`src/shared/tdg_pkg.sv`:
```
package tdg_pkg;

    // ----------------------------------------------------------------
    // Clock, reference and timing
    // ----------------------------------------------------------------
    localparam int          CLK_HZ       = 25_000_000;
    localparam int          CLK_MHZ      = 25;
    localparam int          REF_HZ       = 3_579_545;
    localparam int          REF_DIV      = 2;
    localparam int          NCO_W        = 16;
    localparam logic [15:0] NCO_INC      =
        16'((longint'(REF_HZ) * 65536 + longint'(CLK_HZ / 2)) / longint'(CLK_HZ));
    localparam int          SETTLE_NS    = 2000;
    localparam int          SETTLE_CYC   = (SETTLE_NS * CLK_MHZ + 999) / 1000;
    localparam int          SETTLE_W     = 8;

    // ----------------------------------------------------------------
    // Keypad and synthesis geometry
    // ----------------------------------------------------------------
    localparam int          N_ROWS       = 4;
    localparam int          N_COLS       = 4;
    localparam int          OVERSAMPLE   = 16;
    localparam int          RATIO_W      = 8;
    localparam int          JOHN_W       = 8;
    localparam int          SEG_W        = 5;
    localparam int          LVL_W        = 4;
    localparam int          TONE_W       = 5;
    localparam logic [1:0]  LAST_COL     = 2'h3;

    typedef enum logic [2:0] {
        SC_IDLE,
        SC_ROWS,
        SC_COL,
        SC_ALONE,
        SC_CHECK
    } tdg_scan_t;

    // ----------------------------------------------------------------
    // Helpers
    // ----------------------------------------------------------------
    function automatic int tdg_low_hz(input logic [1:0] idx);
        case (idx)
            2'h0:    return 697;
            2'h1:    return 770;
            2'h2:    return 852;
            default: return 941;
        endcase
    endfunction : tdg_low_hz

    function automatic int tdg_high_hz(input logic [1:0] idx);
        case (idx)
            2'h0:    return 1209;
            2'h1:    return 1336;
            2'h2:    return 1477;
            default: return 1633;
        endcase
    endfunction : tdg_high_hz

    // Half reference over sixteen times the tone, rounded to nearest
    function automatic logic [RATIO_W-1:0] tdg_ratio(input int hz);
        int r;
        r = (REF_HZ + hz * OVERSAMPLE) / (hz * OVERSAMPLE * REF_DIV);
        return RATIO_W'(r);
    endfunction : tdg_ratio

    function automatic logic [2:0] tdg_pop4(input logic [3:0] v);
        return 3'({2'h0, v[0]} + {2'h0, v[1]} + {2'h0, v[2]} + {2'h0, v[3]});
    endfunction : tdg_pop4

    function automatic logic [1:0] tdg_idx4(input logic [3:0] v);
        if (v[0]) begin
            return 2'h0;
        end else if (v[1]) begin
            return 2'h1;
        end else if (v[2]) begin
            return 2'h2;
        end
        return 2'h3;
    endfunction : tdg_idx4

    // Stairstep sine level for one of 32 segments
    function automatic logic [LVL_W-1:0] tdg_sine_lvl(input logic [SEG_W-1:0] seg);
        logic [2:0]       q;
        logic [LVL_W-1:0] a;
        q = seg[3] ? ~seg[2:0] : seg[2:0];
        case (q)
            3'h0:    a = 4'h8;
            3'h1:    a = 4'hA;
            3'h2:    a = 4'hB;
            3'h3:    a = 4'hC;
            3'h4:    a = 4'hD;
            3'h5:    a = 4'hE;
            default: a = 4'hF;
        endcase
        return seg[4] ? 4'(4'hF - a) : a;
    endfunction : tdg_sine_lvl

endpackage : tdg_pkg

```
`src/shared/tdg_tone_if.sv`:
```
`timescale 1ns/1ps
interface tdg_tone_if;
    import tdg_pkg::*;
    logic                 run;
    logic                 half_tick;
    logic [RATIO_W-1:0]   ratio;
    logic [SEG_W-1:0]     seg;

    modport ctrl (output run, output half_tick, output ratio, input seg);
    modport gen  (input run, input half_tick, input ratio, output seg);
endinterface : tdg_tone_if

```
`src/verilog/tdg_ref_osc.sv`:
```
`timescale 1ns/1ps
module tdg_ref_osc
    import tdg_pkg::*;
(
    input  wire logic clk_sys_i,
    input  wire logic srst_i,
    input  wire logic run_i,
    output logic      half_tick_o,
    output logic      running_o
);

    logic [NCO_W-1:0] acc;
    logic             ref_phase;
    logic [NCO_W:0]   sum;

    assign sum = {1'b0, acc} + {1'b0, NCO_INC};

    // ----------------------------------------------------------------
    // Reference synthesis, stopped while not running
    // ----------------------------------------------------------------
    always_ff @(posedge clk_sys_i) begin
        if (srst_i || !run_i) begin
            acc         <= '0;
            ref_phase   <= 1'b0;
            half_tick_o <= 1'b0;
        end else begin
            acc         <= sum[NCO_W-1:0];
            half_tick_o <= sum[NCO_W] & ref_phase;
            if (sum[NCO_W]) begin
                ref_phase <= ~ref_phase;
            end
        end
    end

    always_ff @(posedge clk_sys_i) begin
        if (srst_i) begin
            running_o <= 1'b0;
        end else begin
            running_o <= run_i;
        end
    end

endmodule : tdg_ref_osc

```
`src/verilog/tdg_tone_div.sv`:
```
`timescale 1ns/1ps
module tdg_tone_div
    import tdg_pkg::*;
(
    input  wire logic clk_sys_i,
    input  wire logic srst_i,
    tdg_tone_if.gen   tone
);

    logic [RATIO_W-1:0] cnt;
    logic [JOHN_W-1:0]  john;
    logic               phase;
    logic [3:0]         jidx;
    logic [3:0]         jpop;

    // ----------------------------------------------------------------
    // Programmable divider and Johnson counter
    // ----------------------------------------------------------------
    always_ff @(posedge clk_sys_i) begin
        if (srst_i || !tone.run) begin
            cnt   <= '0;
            john  <= '0;
            phase <= 1'b0;
        end else if (tone.half_tick) begin
            if (cnt >= RATIO_W'(tone.ratio - 8'h01)) begin
                cnt   <= '0;
                john  <= {john[JOHN_W-2:0], ~john[JOHN_W-1]};
                phase <= 1'b0;
            end else begin
                cnt <= RATIO_W'(cnt + 8'h01);
                if (RATIO_W'(cnt + 8'h01) == {1'b0, tone.ratio[RATIO_W-1:1]}) begin
                    phase <= 1'b1;
                end
            end
        end
    end

    assign jpop = 4'({1'b0, tdg_pop4(john[3:0])} + {1'b0, tdg_pop4(john[7:4])});
    assign jidx = john[JOHN_W-1] ? 4'(5'h10 - {1'b0, jpop}) : jpop;
    assign tone.seg = {jidx, phase};

endmodule : tdg_tone_div

```
`src/verilog/tdg_dual_tone_keypad.sv`:
```
`timescale 1ns/1ps
// Contract
// Low group tones 697, 770, 852, 941 Hz, one per row.
// High group tones 1209, 1336, 1477, 1633 Hz, one per column.
// Active row picks low tone, active column picks high tone.
// Standard keypads leave the fourth column unused.
// Reference oscillator runs only while a row is active; here it runs from the first high row until a check step finds no row.
// Reference is halved, then feeds separate low and high dividers.
// Idle: pull-downs on all rows, pull-ups on all columns.
// High row starts oscillator and scan; scan switches pulls to find key.
// Driving logic must be active high; series diodes advised.
// Valid key loads dividers to run at sixteen times the tone.
// Divider drives eight-stage Johnson counter on both edges, 32 segments.
// Divider ratios keep every tone within 0.75 percent.
// One row plus one column gives dual tone; diagonal keys give none.
// Lone row or two keys in one row gives low tone only.
// Two keys in one column gives high tone only.
// Mode select low blocks single tones; high allows both.
// Disable: tone low, lines float, oscillator stops, line outputs idle.
// Idle: silence low, hold sourcing; key down: silence high, hold floats.
// Disable forces silence low and hold active regardless of keypad.
// Ratio is rounded half reference over sixteen tone, chosen from decode.
module tdg_dual_tone_keypad
    import tdg_pkg::*;
(
    input  wire logic              clk_sys_i,
    input  wire logic              srst_i,
    input  wire logic [N_ROWS-1:0] row_line_i,
    input  wire logic [N_COLS-1:0] column_line_i,
    input  wire logic              tone_mode_select_i,
    input  wire logic              chip_disable_i,
    output logic      [N_ROWS-1:0] row_pd_en_o,
    output logic      [N_COLS-1:0] column_pu_en_o,
    output logic                   osc_run_o,
    output logic      [TONE_W-1:0] tone_o,
    output logic                   mute_o,
    output logic                   transmit_hold_out_o,
    output logic                   transmit_hold_out_oe_o,
    output logic                   low_active_o,
    output logic                   high_active_o
);

    tdg_scan_t            state;
    logic [SETTLE_W-1:0]  settle;
    logic                 settled;
    logic [1:0]           col_sel;
    logic [N_ROWS-1:0]    key_mat [N_COLS];
    logic [N_ROWS-1:0]    alone_rows;
    logic [N_ROWS-1:0]    rows_seen;

    logic                 low_en;
    logic                 high_en;
    logic [1:0]           low_idx;
    logic [1:0]           high_idx;

    logic [N_COLS-1:0]    cols_hit;
    logic [N_ROWS-1:0]    key_rows;
    logic [N_ROWS-1:0]    alone_sel;
    logic [4:0]           key_cnt;
    logic                 next_dual;
    logic                 next_low_only;
    logic                 next_high_only;
    logic                 osc_req;
    logic                 osc_running;
    logic                 half_tick;

    tdg_tone_if low_tone ();
    tdg_tone_if high_tone ();

    assign settled = (settle == SETTLE_W'(SETTLE_CYC - 1));
    assign osc_req = (state != SC_IDLE) && !chip_disable_i;

    // ----------------------------------------------------------------
    // Reference oscillator and group dividers
    // ----------------------------------------------------------------
    tdg_ref_osc u_ref_osc (
        .clk_sys_i   (clk_sys_i),
        .srst_i      (srst_i),
        .run_i       (osc_req),
        .half_tick_o (half_tick),
        .running_o   (osc_running)
    );

    assign low_tone.run        = low_en && osc_running;
    assign high_tone.run       = high_en && osc_running;
    assign low_tone.half_tick  = half_tick;
    assign high_tone.half_tick = half_tick;
    assign low_tone.ratio      = tdg_ratio(tdg_low_hz(low_idx));
    assign high_tone.ratio     = tdg_ratio(tdg_high_hz(high_idx));

    tdg_tone_div u_low_div (
        .clk_sys_i (clk_sys_i),
        .srst_i    (srst_i),
        .tone      (low_tone.gen)
    );

    tdg_tone_div u_high_div (
        .clk_sys_i (clk_sys_i),
        .srst_i    (srst_i),
        .tone      (high_tone.gen)
    );

    // ----------------------------------------------------------------
    // Scan sequencer
    // ----------------------------------------------------------------
    always_ff @(posedge clk_sys_i) begin
        if (srst_i || chip_disable_i) begin
            state   <= SC_IDLE;
            col_sel <= 2'h0;
        end else begin
            case (state)
                SC_IDLE: begin
                    if (|row_line_i) begin
                        state <= SC_ROWS;
                    end
                end
                SC_ROWS: begin
                    if (settled) begin
                        state   <= SC_COL;
                        col_sel <= 2'h0;
                    end
                end
                SC_COL: begin
                    if (settled) begin
                        if (col_sel == LAST_COL) begin
                            state <= SC_ALONE;
                        end else begin
                            col_sel <= 2'(col_sel + 2'h1);
                        end
                    end
                end
                SC_ALONE: begin
                    if (settled) begin
                        state <= SC_CHECK;
                    end
                end
                SC_CHECK: begin
                    if (settled) begin
                        if (|row_line_i) begin
                            state   <= SC_COL;
                            col_sel <= 2'h0;
                        end else begin
                            state <= SC_IDLE;
                        end
                    end
                end
                default: begin
                    state <= SC_IDLE;
                end
            endcase
        end
    end

    // Settling time after each change of the pull pattern
    always_ff @(posedge clk_sys_i) begin
        if (srst_i || chip_disable_i || state == SC_IDLE || settled) begin
            settle <= '0;
        end else begin
            settle <= SETTLE_W'(settle + 8'h01);
        end
    end

    // ----------------------------------------------------------------
    // Pull resistor control
    // ----------------------------------------------------------------
    always_ff @(posedge clk_sys_i) begin
        if (srst_i) begin
            row_pd_en_o    <= '1;
            column_pu_en_o <= '1;
        end else if (chip_disable_i) begin
            row_pd_en_o    <= '0;
            column_pu_en_o <= '0;
        end else begin
            row_pd_en_o <= '1;
            case (state)
                SC_COL: begin
                    column_pu_en_o <= 4'h1 << col_sel;
                end
                SC_ALONE: begin
                    column_pu_en_o <= '0;
                end
                default: begin
                    column_pu_en_o <= '1;
                end
            endcase
        end
    end

    // ----------------------------------------------------------------
    // Sampling of the keypad
    // ----------------------------------------------------------------
    always_ff @(posedge clk_sys_i) begin
        if (srst_i || chip_disable_i || state == SC_IDLE) begin
            for (int c = 0; c < N_COLS; c++) begin
                key_mat[c] <= '0;
            end
            alone_rows <= '0;
            rows_seen  <= '0;
        end else if (settled) begin
            case (state)
                SC_ROWS: begin
                    rows_seen <= row_line_i;
                end
                SC_COL: begin
                    key_mat[col_sel] <= row_line_i;
                end
                SC_ALONE: begin
                    alone_rows <= row_line_i;
                end
                default: begin
                    rows_seen <= rows_seen;
                end
            endcase
        end
    end

    // ----------------------------------------------------------------
    // Key decode
    // ----------------------------------------------------------------
    always_comb begin
        // Logic-held rows are not keys
        alone_sel = (state == SC_ALONE) ? row_line_i : alone_rows;
        cols_hit  = '0;
        key_rows = '0;
        key_cnt  = '0;
        for (int c = 0; c < N_COLS; c++) begin
            cols_hit[c] = |(key_mat[c] & ~alone_sel);
            key_rows    = key_rows | (key_mat[c] & ~alone_sel);
            key_cnt     = 5'(key_cnt + {2'h0, tdg_pop4(key_mat[c] & ~alone_sel)});
        end
    end

    always_comb begin
        next_dual      = (tdg_pop4(key_rows) == 3'h1) && (tdg_pop4(cols_hit) == 3'h1)
                         && (key_cnt == 5'h01) && (alone_sel == '0);
        next_low_only  = ((tdg_pop4(alone_sel) == 3'h1) && (cols_hit == '0))
                         || ((tdg_pop4(key_rows) == 3'h1)
                         && (tdg_pop4(cols_hit) == 3'h2));
        next_high_only = (tdg_pop4(cols_hit) == 3'h1)
                         && (tdg_pop4(key_rows) == 3'h2)
                         && (alone_sel == '0);
    end

    // Result taken after the full pass, held until the next pass ends
    always_ff @(posedge clk_sys_i) begin
        if (srst_i || chip_disable_i || state == SC_IDLE) begin
            low_en   <= 1'b0;
            high_en  <= 1'b0;
            low_idx  <= 2'h0;
            high_idx <= 2'h0;
        end else if (state == SC_ALONE && settled) begin
            low_en   <= next_dual
                        || (next_low_only && tone_mode_select_i);
            high_en  <= next_dual
                        || (next_high_only && tone_mode_select_i);
            low_idx  <= next_low_only && (cols_hit == '0)
                        ? tdg_idx4(alone_sel) : tdg_idx4(key_rows);
            high_idx <= tdg_idx4(cols_hit);
        end
    end

    // ----------------------------------------------------------------
    // Tone summation
    // ----------------------------------------------------------------
    always_ff @(posedge clk_sys_i) begin
        if (srst_i || chip_disable_i) begin
            tone_o <= '0;
        end else begin
            tone_o <= TONE_W'((low_tone.run ? {1'b0, tdg_sine_lvl(low_tone.seg)} : 5'h00)
                    + (high_tone.run ? {1'b0, tdg_sine_lvl(high_tone.seg)} : 5'h00));
        end
    end

    // ----------------------------------------------------------------
    // Line control outputs
    // ----------------------------------------------------------------
    always_ff @(posedge clk_sys_i) begin
        if (srst_i || chip_disable_i) begin
            mute_o                 <= 1'b0;
            transmit_hold_out_oe_o <= 1'b1;
        end else begin
            mute_o                 <= state != SC_IDLE;
            transmit_hold_out_oe_o <= state == SC_IDLE;
        end
    end

    always_ff @(posedge clk_sys_i) begin
        if (srst_i) begin
            osc_run_o     <= 1'b0;
            low_active_o  <= 1'b0;
            high_active_o <= 1'b0;
        end else begin
            osc_run_o     <= osc_req;
            low_active_o  <= low_tone.run;
            high_active_o <= high_tone.run;
        end
    end

    assign transmit_hold_out_o = 1'b1;

endmodule : tdg_dual_tone_keypad

```
`config.mk`:
```
export PLATFORM = sky130hd
export DESIGN_NAME = tdg_dual_tone_keypad
export DESIGN_NICKNAME = d
export VERILOG_FILES = /design/src/shared/tdg_pkg.sv /design/src/shared/tdg_tone_if.sv /design/src/verilog/tdg_ref_osc.sv /design/src/verilog/tdg_tone_div.sv /design/src/verilog/tdg_dual_tone_keypad.sv
export SDC_FILE = /design/constraint.sdc
export NUM_CORES = 1
export LEC_CHECK = 0
export BUFFER_PORTS_ARGS = -buffer_cell sky130_fd_sc_hd__buf_2
export CAP_MARGIN = 20
export CORE_MARGIN = 3
export CORE_UTILIZATION = 55
export CTS_BUF_LIST = sky130_fd_sc_hd__clkbuf_4
export DETAILED_ROUTE_END_ITERATION = 12
export GPL_TIMING_DRIVEN = 0
export PLACE_DENSITY = 0.72
export SETUP_SLACK_MARGIN = 0.4
export SLEW_MARGIN = 15
export SYNTH_ARGS = -nofsm -noshare
export SYNTH_HDL_FRONTEND = slang
export SYNTH_SLANG_ARGS = --single-unit
export TNS_END_PERCENT = 20
```
`constraint.sdc`:
```
create_clock -name clk_sys_i -period 5.5 [get_ports clk_sys_i]
set_clock_uncertainty 0.15 [all_clocks]
set_input_delay 0.275 -clock clk_sys_i [delete_from_list [all_inputs] [get_ports clk_sys_i]]
set_output_delay 0.275 -clock clk_sys_i [all_outputs]
set_load 0.02 [all_outputs]
```
# Yosys cells after proc, flatten, opt, wreduce, memory -nomap -nowiden
# Memories as Yosys holds them, arrays and structs flattened.
# Cells that the tools add are included.
# word_totals
mem_bits_rw	16
regBits	93
output_inout_bits	19
n_memories	1
in_bits	12
# classes
reduce_logical	50
n_lt_le_gt_ge	2
addsub	52
n_shift	1
n_mux	75
n_eq_ne	36
div	2
n_bitwise	14
# mem_list
name	words	word_bits	rd	rd_ports_with_merged_regs	wr	line_no	rtl
key_mat	4	4	4	0	4	tdg_dual_tone_keypad.sv:47	logic [N_ROWS-1:0] key_mat [N_COLS];
# op_table
op	n
$add A23 B32 Y32 const A	2
$div A32 B32 Y32	2
$mux W4	12
$add A3 B1 Y3	15
$mux W2	20
$pmux W3 S6	2
$pmux W10 S3	1
$pmux W9 S3	1
$mux W1	26
$add A8 B1 Y8 const B	3
$eq A3 B2 Y1 const B	8
$mux W3	8
$reduce_or A4 Y1	6
$add A1 B1 Y2	11
$add A2 B1 Y3	7
$eq A3 B1 Y1 const B	6
$add A16 B14 Y17 const B	1
$and A4 B4 Y4	4
$eq A8 B7 Y1	2
$ge A8 B8 Y1	2
$mux W8	2
$ne A2 B2 Y1 const B	8
$sub A8 B1 Y8 const B	2
$eq A3 B3 Y1 const B	5
30 further kinds	76

# Longest topological paths before layout
# Gate-level depths: netlist of run 1.
# depth
depth_word	15
ltp_mapped	22
mapped_depth_nobuf	21

# Cells and area by module
# From an unflattened synthesis of run 1, not the netlist that was laid out.
# unflattened
hier_cells	883
area_unflattened_um2	7546.0
# by_module_without_submodules
module	cells_per_inst	instances	area_each_um2
tdg_dual_tone_keypad	441	1	3903.7
tdg_tone_div	184	2	1461.4
tdg_ref_osc	74	1	719.4

# Worst setup path after synthesis of run 1
# No wires, ideal clock.
# synth_path
kind	register to register
startpoint	reg state[2]
endpoint	reg high_en
path_buffers	1
t_required_ns	5.285
stages_incl_launch_ff	23
setup_slack_ns	0.831
setup_time_ns	0.065
arrival_ns	4.454
path_cell_list	dfxtp_1 > buf_2 > nand4b_1 > o21ai_2 > inv_2 > nand2_1 > inv_1 > fa_1 > fa_1 > fa_1 > inv_1 > fa_1 > inv_1 > ha_1 > inv_1 > fa_1 > nor4bb_1 > nand3_1 > a21oi_1 > a31oi_1 > nor3_1 > a21oi_1 > nor2_1
# synth_via
elab_chain_cells	15
word_cells_on_any_way	50
classes_between	add/sub: 21; eq/ne: 5; mux: 1; bitwise: 8; reduce/logical: 15
# synth_rtl
element	line_no	rtl
from (decl)	tdg_dual_tone_keypad.sv:43	tdg_scan_t state;
from (signal assigned)	tdg_dual_tone_keypad.sv:108	state <= SC_IDLE;
from (signal assigned)	tdg_dual_tone_keypad.sv:114	state <= SC_ROWS;
from (signal assigned)	tdg_dual_tone_keypad.sv:119	state <= SC_COL;
parallel branches: the longest is 15 deep, another holds $add A4 B3 Y5	n/a	
to (signal assigned)	tdg_dual_tone_keypad.sv:254	high_en <= next_dual
to (decl)	tdg_dual_tone_keypad.sv:52	logic high_en;
# Several ways; the timed one is not identified.
# A chain may end at the register's enable or synchronous reset.

# Worst setup path after layout of run 1
# Same ends and word-level chain as after synthesis.

==> results.txt, run 1 <==
* Status: complete, no violations
* Buffers from clock root to sink, at most: 2
* Share of cells above drive strength 1: 10.8%
- After global routing the overflow that remains totals 0.
- Category of the most critical setup path: reg2reg
- Commonest non-fill, non-tap cells in the layout: inv_1, dfxtp_1, ha_1, nor2_1, nand2_1
- Setup total negative slack: 0 ps
* Number of enable flip-flop cells after synthesis: 16
* Clock sink total: 103
* Req. time, crit path: 5780 ps
- The first routing iteration left 270 violations.
- The startpoint identified for the worst register-to-register timing path is state[2].
* Type of the most critical hold path: reg2reg
- Most common cell after layout, fill and taps aside: inv_1
- Routed length on met3: 502 um
- After synthesis, the share of flip-flops with an asynchronous set or reset is 0%.
- Predominant post-synthesis flop cell: dfxtp_1
- Cell area after synthesis: 7010 um2
- Setup repair after global routing could not meet its margin everywhere.
- Dividing the final minimum period by the clock period gives 90.2%.
- The detailed router placed 5644 vias in this run.
- Synthesis produced a netlist whose cell count is 801.
* Area overhead of the layout relative to synthesis: 10.8%
* Dpl hpwl: 11300 um
- Uppermost layer routed: met4
- The worst setup path is launched from a register.
- Synthesized flop and latch total: 103
- The most critical setup path has its startpoint at state[2].
- Synthesis instantiated 65 different standard cells from the library.
- The first global-routing pass estimated 25400 um of wire.
- Row Count: 40
* F_max: 201 MHz
- The worst setup path is captured at a register.
* Number of antenna violations at the first check in global routing: 0
* Clock buffers created by TritonCTS: 9
- The floorplan step defined a die boundary enclosing 14100 um2.
* Standby leakage power: 3.34 nW
* Final critical-path required period: 4960 ps
- At the worst endpoint, the arrival time is 5240 ps.
* Placed cell area: 7350 um2
- Clock H-tree levels: 3
* Syn avg cell area: 8.75 um2
- Worst r2r path cells: 22
- Peak supply drop: 0.167 mV
- Entering global routing, the biggest net connects 18 pins.
* Via count of the first global-routing pass: 5690
- In the final design database the tool counted 969 nets.
- Detailed routing placed a total of 7510 um of wire on met2.
- Following the worst setup path forward leads to its endpoint at high_en.
- Top Ports: 31
* Worst relative slew slack: 40.5%
- Final hold viol count: 0
- In this run the worst path has a maximum fanout of 5.
- Port Buffer Count: 25
- DRC: 0
- The number of antenna diodes in the final layout is 0.
- The worst hold path begins at alone_rows[3].
* Overall global routing resource usage: 21.5%
- Setup violations, final: 0
- The core region is 12200 um2.
- In this run the power density over the cells is 172 nW/um2.
* CTS clk-pin slew, worst paths: 150 ps
- Global placement routability congestion: 0.868
* Tightest Pin Transition: 881 ps
- The tool flagged a number of max-cap violations equal to 0.
- Once the floorplan was initialized, standard cells occupied 57.4% of the core.
* Capture point of the worst reg-to-reg path: high_en
- Floorplan die height: 119 um
- Fin. max-slew vios: 0
- Met1 wire length: 6360 um
* Buffer cell driving the clock tree root: clkbuf_4
* Clock tree from TritonCTS: done
- The count of nets left with antenna violations once routing finished came out at 0.
* First-pass detailed-route iteration total: 4
- Worst slack on hold paths: 317 ps
- Minimum setup slack among reg-to-reg paths: 540 ps
- The later pin in the worst-skew pair is clocked with a latency of 480 ps.
- The die is 119 um wide.
* WL/cell: 14.2 um
- Wire length after detailed routing: 14600 um
* Warning count from the yosys run: 0
- Final Instance Area: 7760 um2
- After detailed routing, the number of vias per cell comes to 5.48.
- Sequential elements use 31.7% of the synthesized area.
==> sequential cells by signal, summed over array words and instances (netlist names), 2 cells and up <==
register	cells
alone_rows	4
high_idx	2
settle	8
low_idx	2
tone_o	5
u_ref_osc.acc	13
col_sel	2
state	3
u_high_div.john	8
u_low_div.cnt	8
column_pu_en_o	4
u_high_div.cnt	8
u_low_div.john	8
key_mat	16
==> worst max-delay path, cell delays in order, from the launching register on <==
cell and delay (ps):
dfxtp_2 380, and3b_4 240, clkbuf_16 160, o211ai_2 160, inv_1 80, fa_1 530
inv_1 50, fa_1 480, inv_1 60, fa_1 500, inv_1 50, fa_1 440
inv_1 70, ha_2 170, inv_1 50, fa_1 480, nor4bb_4 180, nand3_1 110
a21oi_2 140, a31oi_1 80, nor3_1 220, a21oi_1 60, nor2_1 90
==> what timing repair did <==
item | 4_1_cts | 5_1_grt
pin swaps | 2 | 10
hold endpoints to repair | 14 | 0
setup endpoints to repair | 1 | 2
hold buffers | 8 | 0
setup buffers | 2 | 8
gates cloned | 0 | 1
gates resized for setup | 5 | 18
==> cell families after synthesis <==
logic type               share of synthesized area [%]
XOR/XNOR                                          7.00
adder cells (fa/ha/maj)                           20.0
multiplexers                                      1.02
other                                           0.0535
AO/OA/AOI/OAI                                     13.4
buffers and inverters                             7.02
AND/OR/NAND/NOR                                   19.7
flip-flops                                        31.7
==> metrics by stage <==
| step | total power, mW | setup WS [ps] | cells | utilization (%) |
|---|---|---|---|---|
| 6_report | 1.34 | 537 | 1030 | 63.6 |
| 3_3_place_gp | 0.897 | 354 | 995 | 60.2 |
| 2_1_floorplan | 0.869 | 831 | 802 | - |
| 4_1_cts | 1.34 | 402 | 1021 | 62.4 |
| 3_5_place_dp | 0.902 | 241 | 995 | 60.2 |
| 5_1_grt | 1.40 | 250 | 1030 | 63.6 |
==> layer usage <==
metal / up-vias / GRT usage, %
met1: 2662 / 25.7
met2: 121 / 39.0
met4: 0 / 6.81
met3: 23 / 3.85
met5: - / 0
li1: 2838 / -
==> cells in the mapped netlist (2+ instances only) <==
| cell type | number | area share, % |
|---|---|---|
| o21ai_0 | 27 | 1.9 |
| edfxtp_1 | 16 | 6.9 |
| nor3_1 | 21 | 1.5 |
| buf_4 | 5 | 0.54 |
| a41oi_1 | 5 | 0.62 |
| o211ai_2 | 3 | 0.54 |
| or2_2 | 3 | 0.27 |
| a211oi_1 | 3 | 0.32 |
| nand2b_1 | 17 | 1.5 |
| a21o_1 | 8 | 0.86 |
| clkbuf_1 | 17 | 0.91 |
| o22ai_1 | 4 | 0.36 |
| buf_2 | 3 | 0.21 |
| and4_1 | 3 | 0.38 |
| dfxtp_1 | 87 | 25 |
| o21a_1 | 4 | 0.43 |
| nand3_1 | 41 | 2.9 |
| inv_1 | 90 | 4.8 |
| and3_1 | 12 | 1.1 |
| nand4b_1 | 5 | 0.62 |
| o41ai_1 | 4 | 0.50 |
| nor2b_1 | 4 | 0.36 |
| nand3b_1 | 2 | 0.21 |
| nor4bb_1 | 2 | 0.29 |
| o31ai_1 | 7 | 0.75 |
| nor2_1 | 62 | 3.3 |
| nand2_1 | 63 | 3.4 |
| a31oi_1 | 11 | 0.98 |
| nand4_1 | 6 | 0.54 |
| o21bai_1 | 5 | 0.54 |
| xor2_1 | 24 | 3.0 |
| o211ai_1 | 3 | 0.32 |
| mux2i_1 | 6 | 0.86 |
| a2111oi_0 | 2 | 0.25 |
| inv_2 | 3 | 0.16 |
| a21oi_1 | 42 | 3.0 |
| ha_1 | 80 | 14 |
| nor4_1 | 3 | 0.27 |
| and2_1 | 22 | 2.0 |
| fa_1 | 20 | 5.7 |
| xnor2_1 | 32 | 4.0 |
==> cell type report <==
| class | count | area (um2) |
|---|---|---|
| fill | 1075 | 4450 |
| multi-input combinational | 577 | 4360 |
| sequential | 103 | 2230 |
| inverter | 94 | 355 |
| timing repair buffer | 44 | 305 |
| tap | 168 | 210 |
| buffer | 28 | 155 |
| clock inverter | 6 | 82.6 |
| clock buffer | 10 | 75.1 |
==> how the worst min path moves through the flow <==
| stage | cells past startpoint | endpoint | slack (ps) |
|---|---|---|---|
| final | 2 | alone_rows[3] | 320 |
| after global routing | 1 | u_ref_osc.acc[3] | 330 |
| after CTS | 2 | alone_rows[3] | 320 |
| after detailed placement | 2 | alone_rows[3] | 300 |
| after global placement | 1 | u_ref_osc.acc[3] | 280 |
| after floorplan | 1 | row_pd_en_o[2] | 200 |
==> report_power, final <==
group | switching (mW) | internal, mW | leakage (nW)
logic | 0.0676 | 0.0579 | 2.35
clock network | 0.263 | 0.171 | 0.0902
registers | 0.00535 | 0.771 | 0.896
total | 0.336 | 1.00 | 3.34
Note: power is estimated with default switching activity, not from simulation.
==> run 2, diff against run 1 <==
CORE_UTILIZATION = 30   (was 55)
PLACE_DENSITY = 0.45   (was 0.72)
==> results.txt, run 2 (synthesized netlist as in run 1, its figures left out) <==
- Clock power frac: 30.0%
* Initial core utilization: 30.8%
- The top cell types in the final layout, fill and taps aside, are inv_1, dfxtp_1, ha_1, nor2_1, nand2_1.
- Counting along the longest clock path gives a buffer depth of 2.
* Area overhead of the layout relative to synthesis: 13.3%
* Clock sink total: 103
- Top Ports: 31
- Areal power density over the cells: 163 nW/um2
- Adding up every negative setup slack in the final design gives 0 ps.
- Vias post-DR: 5356
- In the final layout, the share of cells above drive strength 1 is 11.3%.
- Maximum number of pins on one net before global-route repair: 19
- Prior to clock tree synthesis, the placed netlist has a worst setup slack of 203 ps.
* Clock H-tree levels: 3
- Category of the most critical setup path: reg2reg
* Power after layout: 1.29 mW
- Fin. max-slew vios: 0
- More flip-flops sit in one register than any other, and that register is key_mat.
- Cell internal power dissipation: 0.929 mW
- Placed cell area: 7530 um2
- After detailed routing, the number of vias per cell comes to 4.54.
* Number of flip-flops under the largest register name: 16
* End-of-flow core utilization: 34.9%
- Clock-pin slew was measured on the worst setup and hold paths at 170 ps.
- Row Count: 55
- Max-cap violations: 0
- The largest registers in the layout are key_mat (16), u_ref_osc.acc (13).
- Later-pin clock latency in the skew report: 500 ps
- Counting I/O delays and the setup requirement, the final critical path takes 4870 ps.
* Worst relative slew slack: 36.7%
* Wire length of the first global-routing pass: 26300 um
- Critical Path Sink Type: register
* Final worst-path cycle share: 88.5%
- Overall global routing resource usage: 12.6%
* RSZ-0062 raised after global routing: yes
- Dpl hpwl: 12000 um
- Minimum setup slack among reg-to-reg paths: 630 ps
- Combinational logic burns 9.9% of the power.
- Wires add up to 15400 um.
- Nets@finish: 973
- Sw frac: 28.2%
* Post-detailed-route count of antenna-violating nets: 0
- The number of global-route vias before repair is 5340.
* Type of the most critical hold path: reg2reg
- Along the worst path, the maximum fanout reaches 8.
* Global placement routability congestion: 0.800
- At the pin with the least slew margin, the transition time is 937 ps.
- Setup violations, final: 0
* Buffer cell driving the clock tree root: clkbuf_4
- WL/cell: 13.0 um
- Leaving out fill and tap cells, the most frequent cell in the layout is inv_1.
- Clock buffers created by TritonCTS: 9
- The first detailed-routing pass took 4 iterations.
- The detailed router finished its first iteration with 236 violations.
* Final hold viol count: 0
- DRC: 0
- The die is 159 um tall.
* Chip width: 159 um
* Die Footprint: 25200 um2
- Standby leakage power: 3.32 nW
* Number of antenna violations at the first check in global routing: 1
* Std-Cell Core Area: 22800 um2
* Clock tree from TritonCTS: done
* Seq pwr share: 60.0%
- In the post-route analysis, the smallest setup slack over all paths is 631 ps.
- For the worst setup path, the data arrival time is 5160 ps.
- The flow ran to the end, and the final reports show no timing, DRC or antenna violations.
- Data on the critical path is required at its endpoint by 5790 ps.
- STA classifies the critical path startpoint as a register.
- With fillers left out, the area of the finished cells amounts to 7940 um2.
* Reported net switching power: 0.364 mW
- F_max: 205 MHz
- IR analysis of the VDD net gives a maximum drop of 0.101 mV.
- Total congestion overflow after global routing: 0
- Port Buffer Count: 25
==> run 2: final timing paths <==
check	to	from	depth (start not counted)
min reg2reg	u_ref_osc.acc[3]	u_ref_osc.acc[3]	1
max reg2reg	high_en	state[2]	21
max	high_en	state[2]	21
min	u_ref_osc.acc[3]	u_ref_osc.acc[3]	1
==> run 2: layout make-up <==
class	count	area, um2
Clock inverter	7	55.1
Fill cell	2404	14800
Antenna cell	2	5.00
Multi-Input combinational cell	577	4360
Sequential cell	103	2230
Clock buffer	9	67.6
Timing Repair Buffer	48	318
Buffer	28	161
Tap cell	313	392
Inverter	94	355
==> run 2: critical path, stage by stage, from the launching register on <==
cell      delay, ps
dfxtp_2         360
and3b_4         300
buf_8           120
o21a_4          160
nand2_2          70
fa_1            530
inv_1            50
fa_1            470
fa_1            510
inv_1            50
fa_1            420
inv_1            60
ha_2            160
inv_1            50
fa_1            470
nor4bb_4        180
nand3_1         110
a21oi_2         160
a31oi_2          60
nor3_2          190
a21oi_1          60
nor2_1          110
==> run 2: power groups by stage <==
| stage | registers (mW) | clock network [mW] | logic [mW] |
|---|---|---|---|
| 2_1_floorplan | 0.794 | 0 | 0.0754 |
| 4_1_cts | 0.776 | 0.408 | 0.118 |
| 5_1_grt | 0.777 | 0.436 | 0.146 |
| 3_5_place_dp | 0.792 | 0 | 0.112 |
| 3_3_place_gp | 0.792 | 0 | 0.112 |
| 6_report | 0.776 | 0.388 | 0.129 |
==> run 2: metrics by stage <==
step	hold WS, ps	std cells
floorplan	198	802
global placement	283	1140
detailed placement	291	1140
CTS	320	1166
global route	342	1181
finish	317	1181
==> run 2: routing by layer <==
layer / track usage [%] / part of all wire [%]
met5: 0 / 0
met4: 3.10 / 1.3
met3: 2.58 / 2.3
met2: 20.8 / 46
met1: 16.9 / 51
==> run 2: what timing repair did <==
action | CTS | global route
endpoints found under the setup margin | 1 | 2
hold buffers | 8 | 0
endpoints found under the hold margin | 18 | 0
buffers inserted | 2 | 13
resized for setup | 7 | 18
pin swaps | 1 | 10
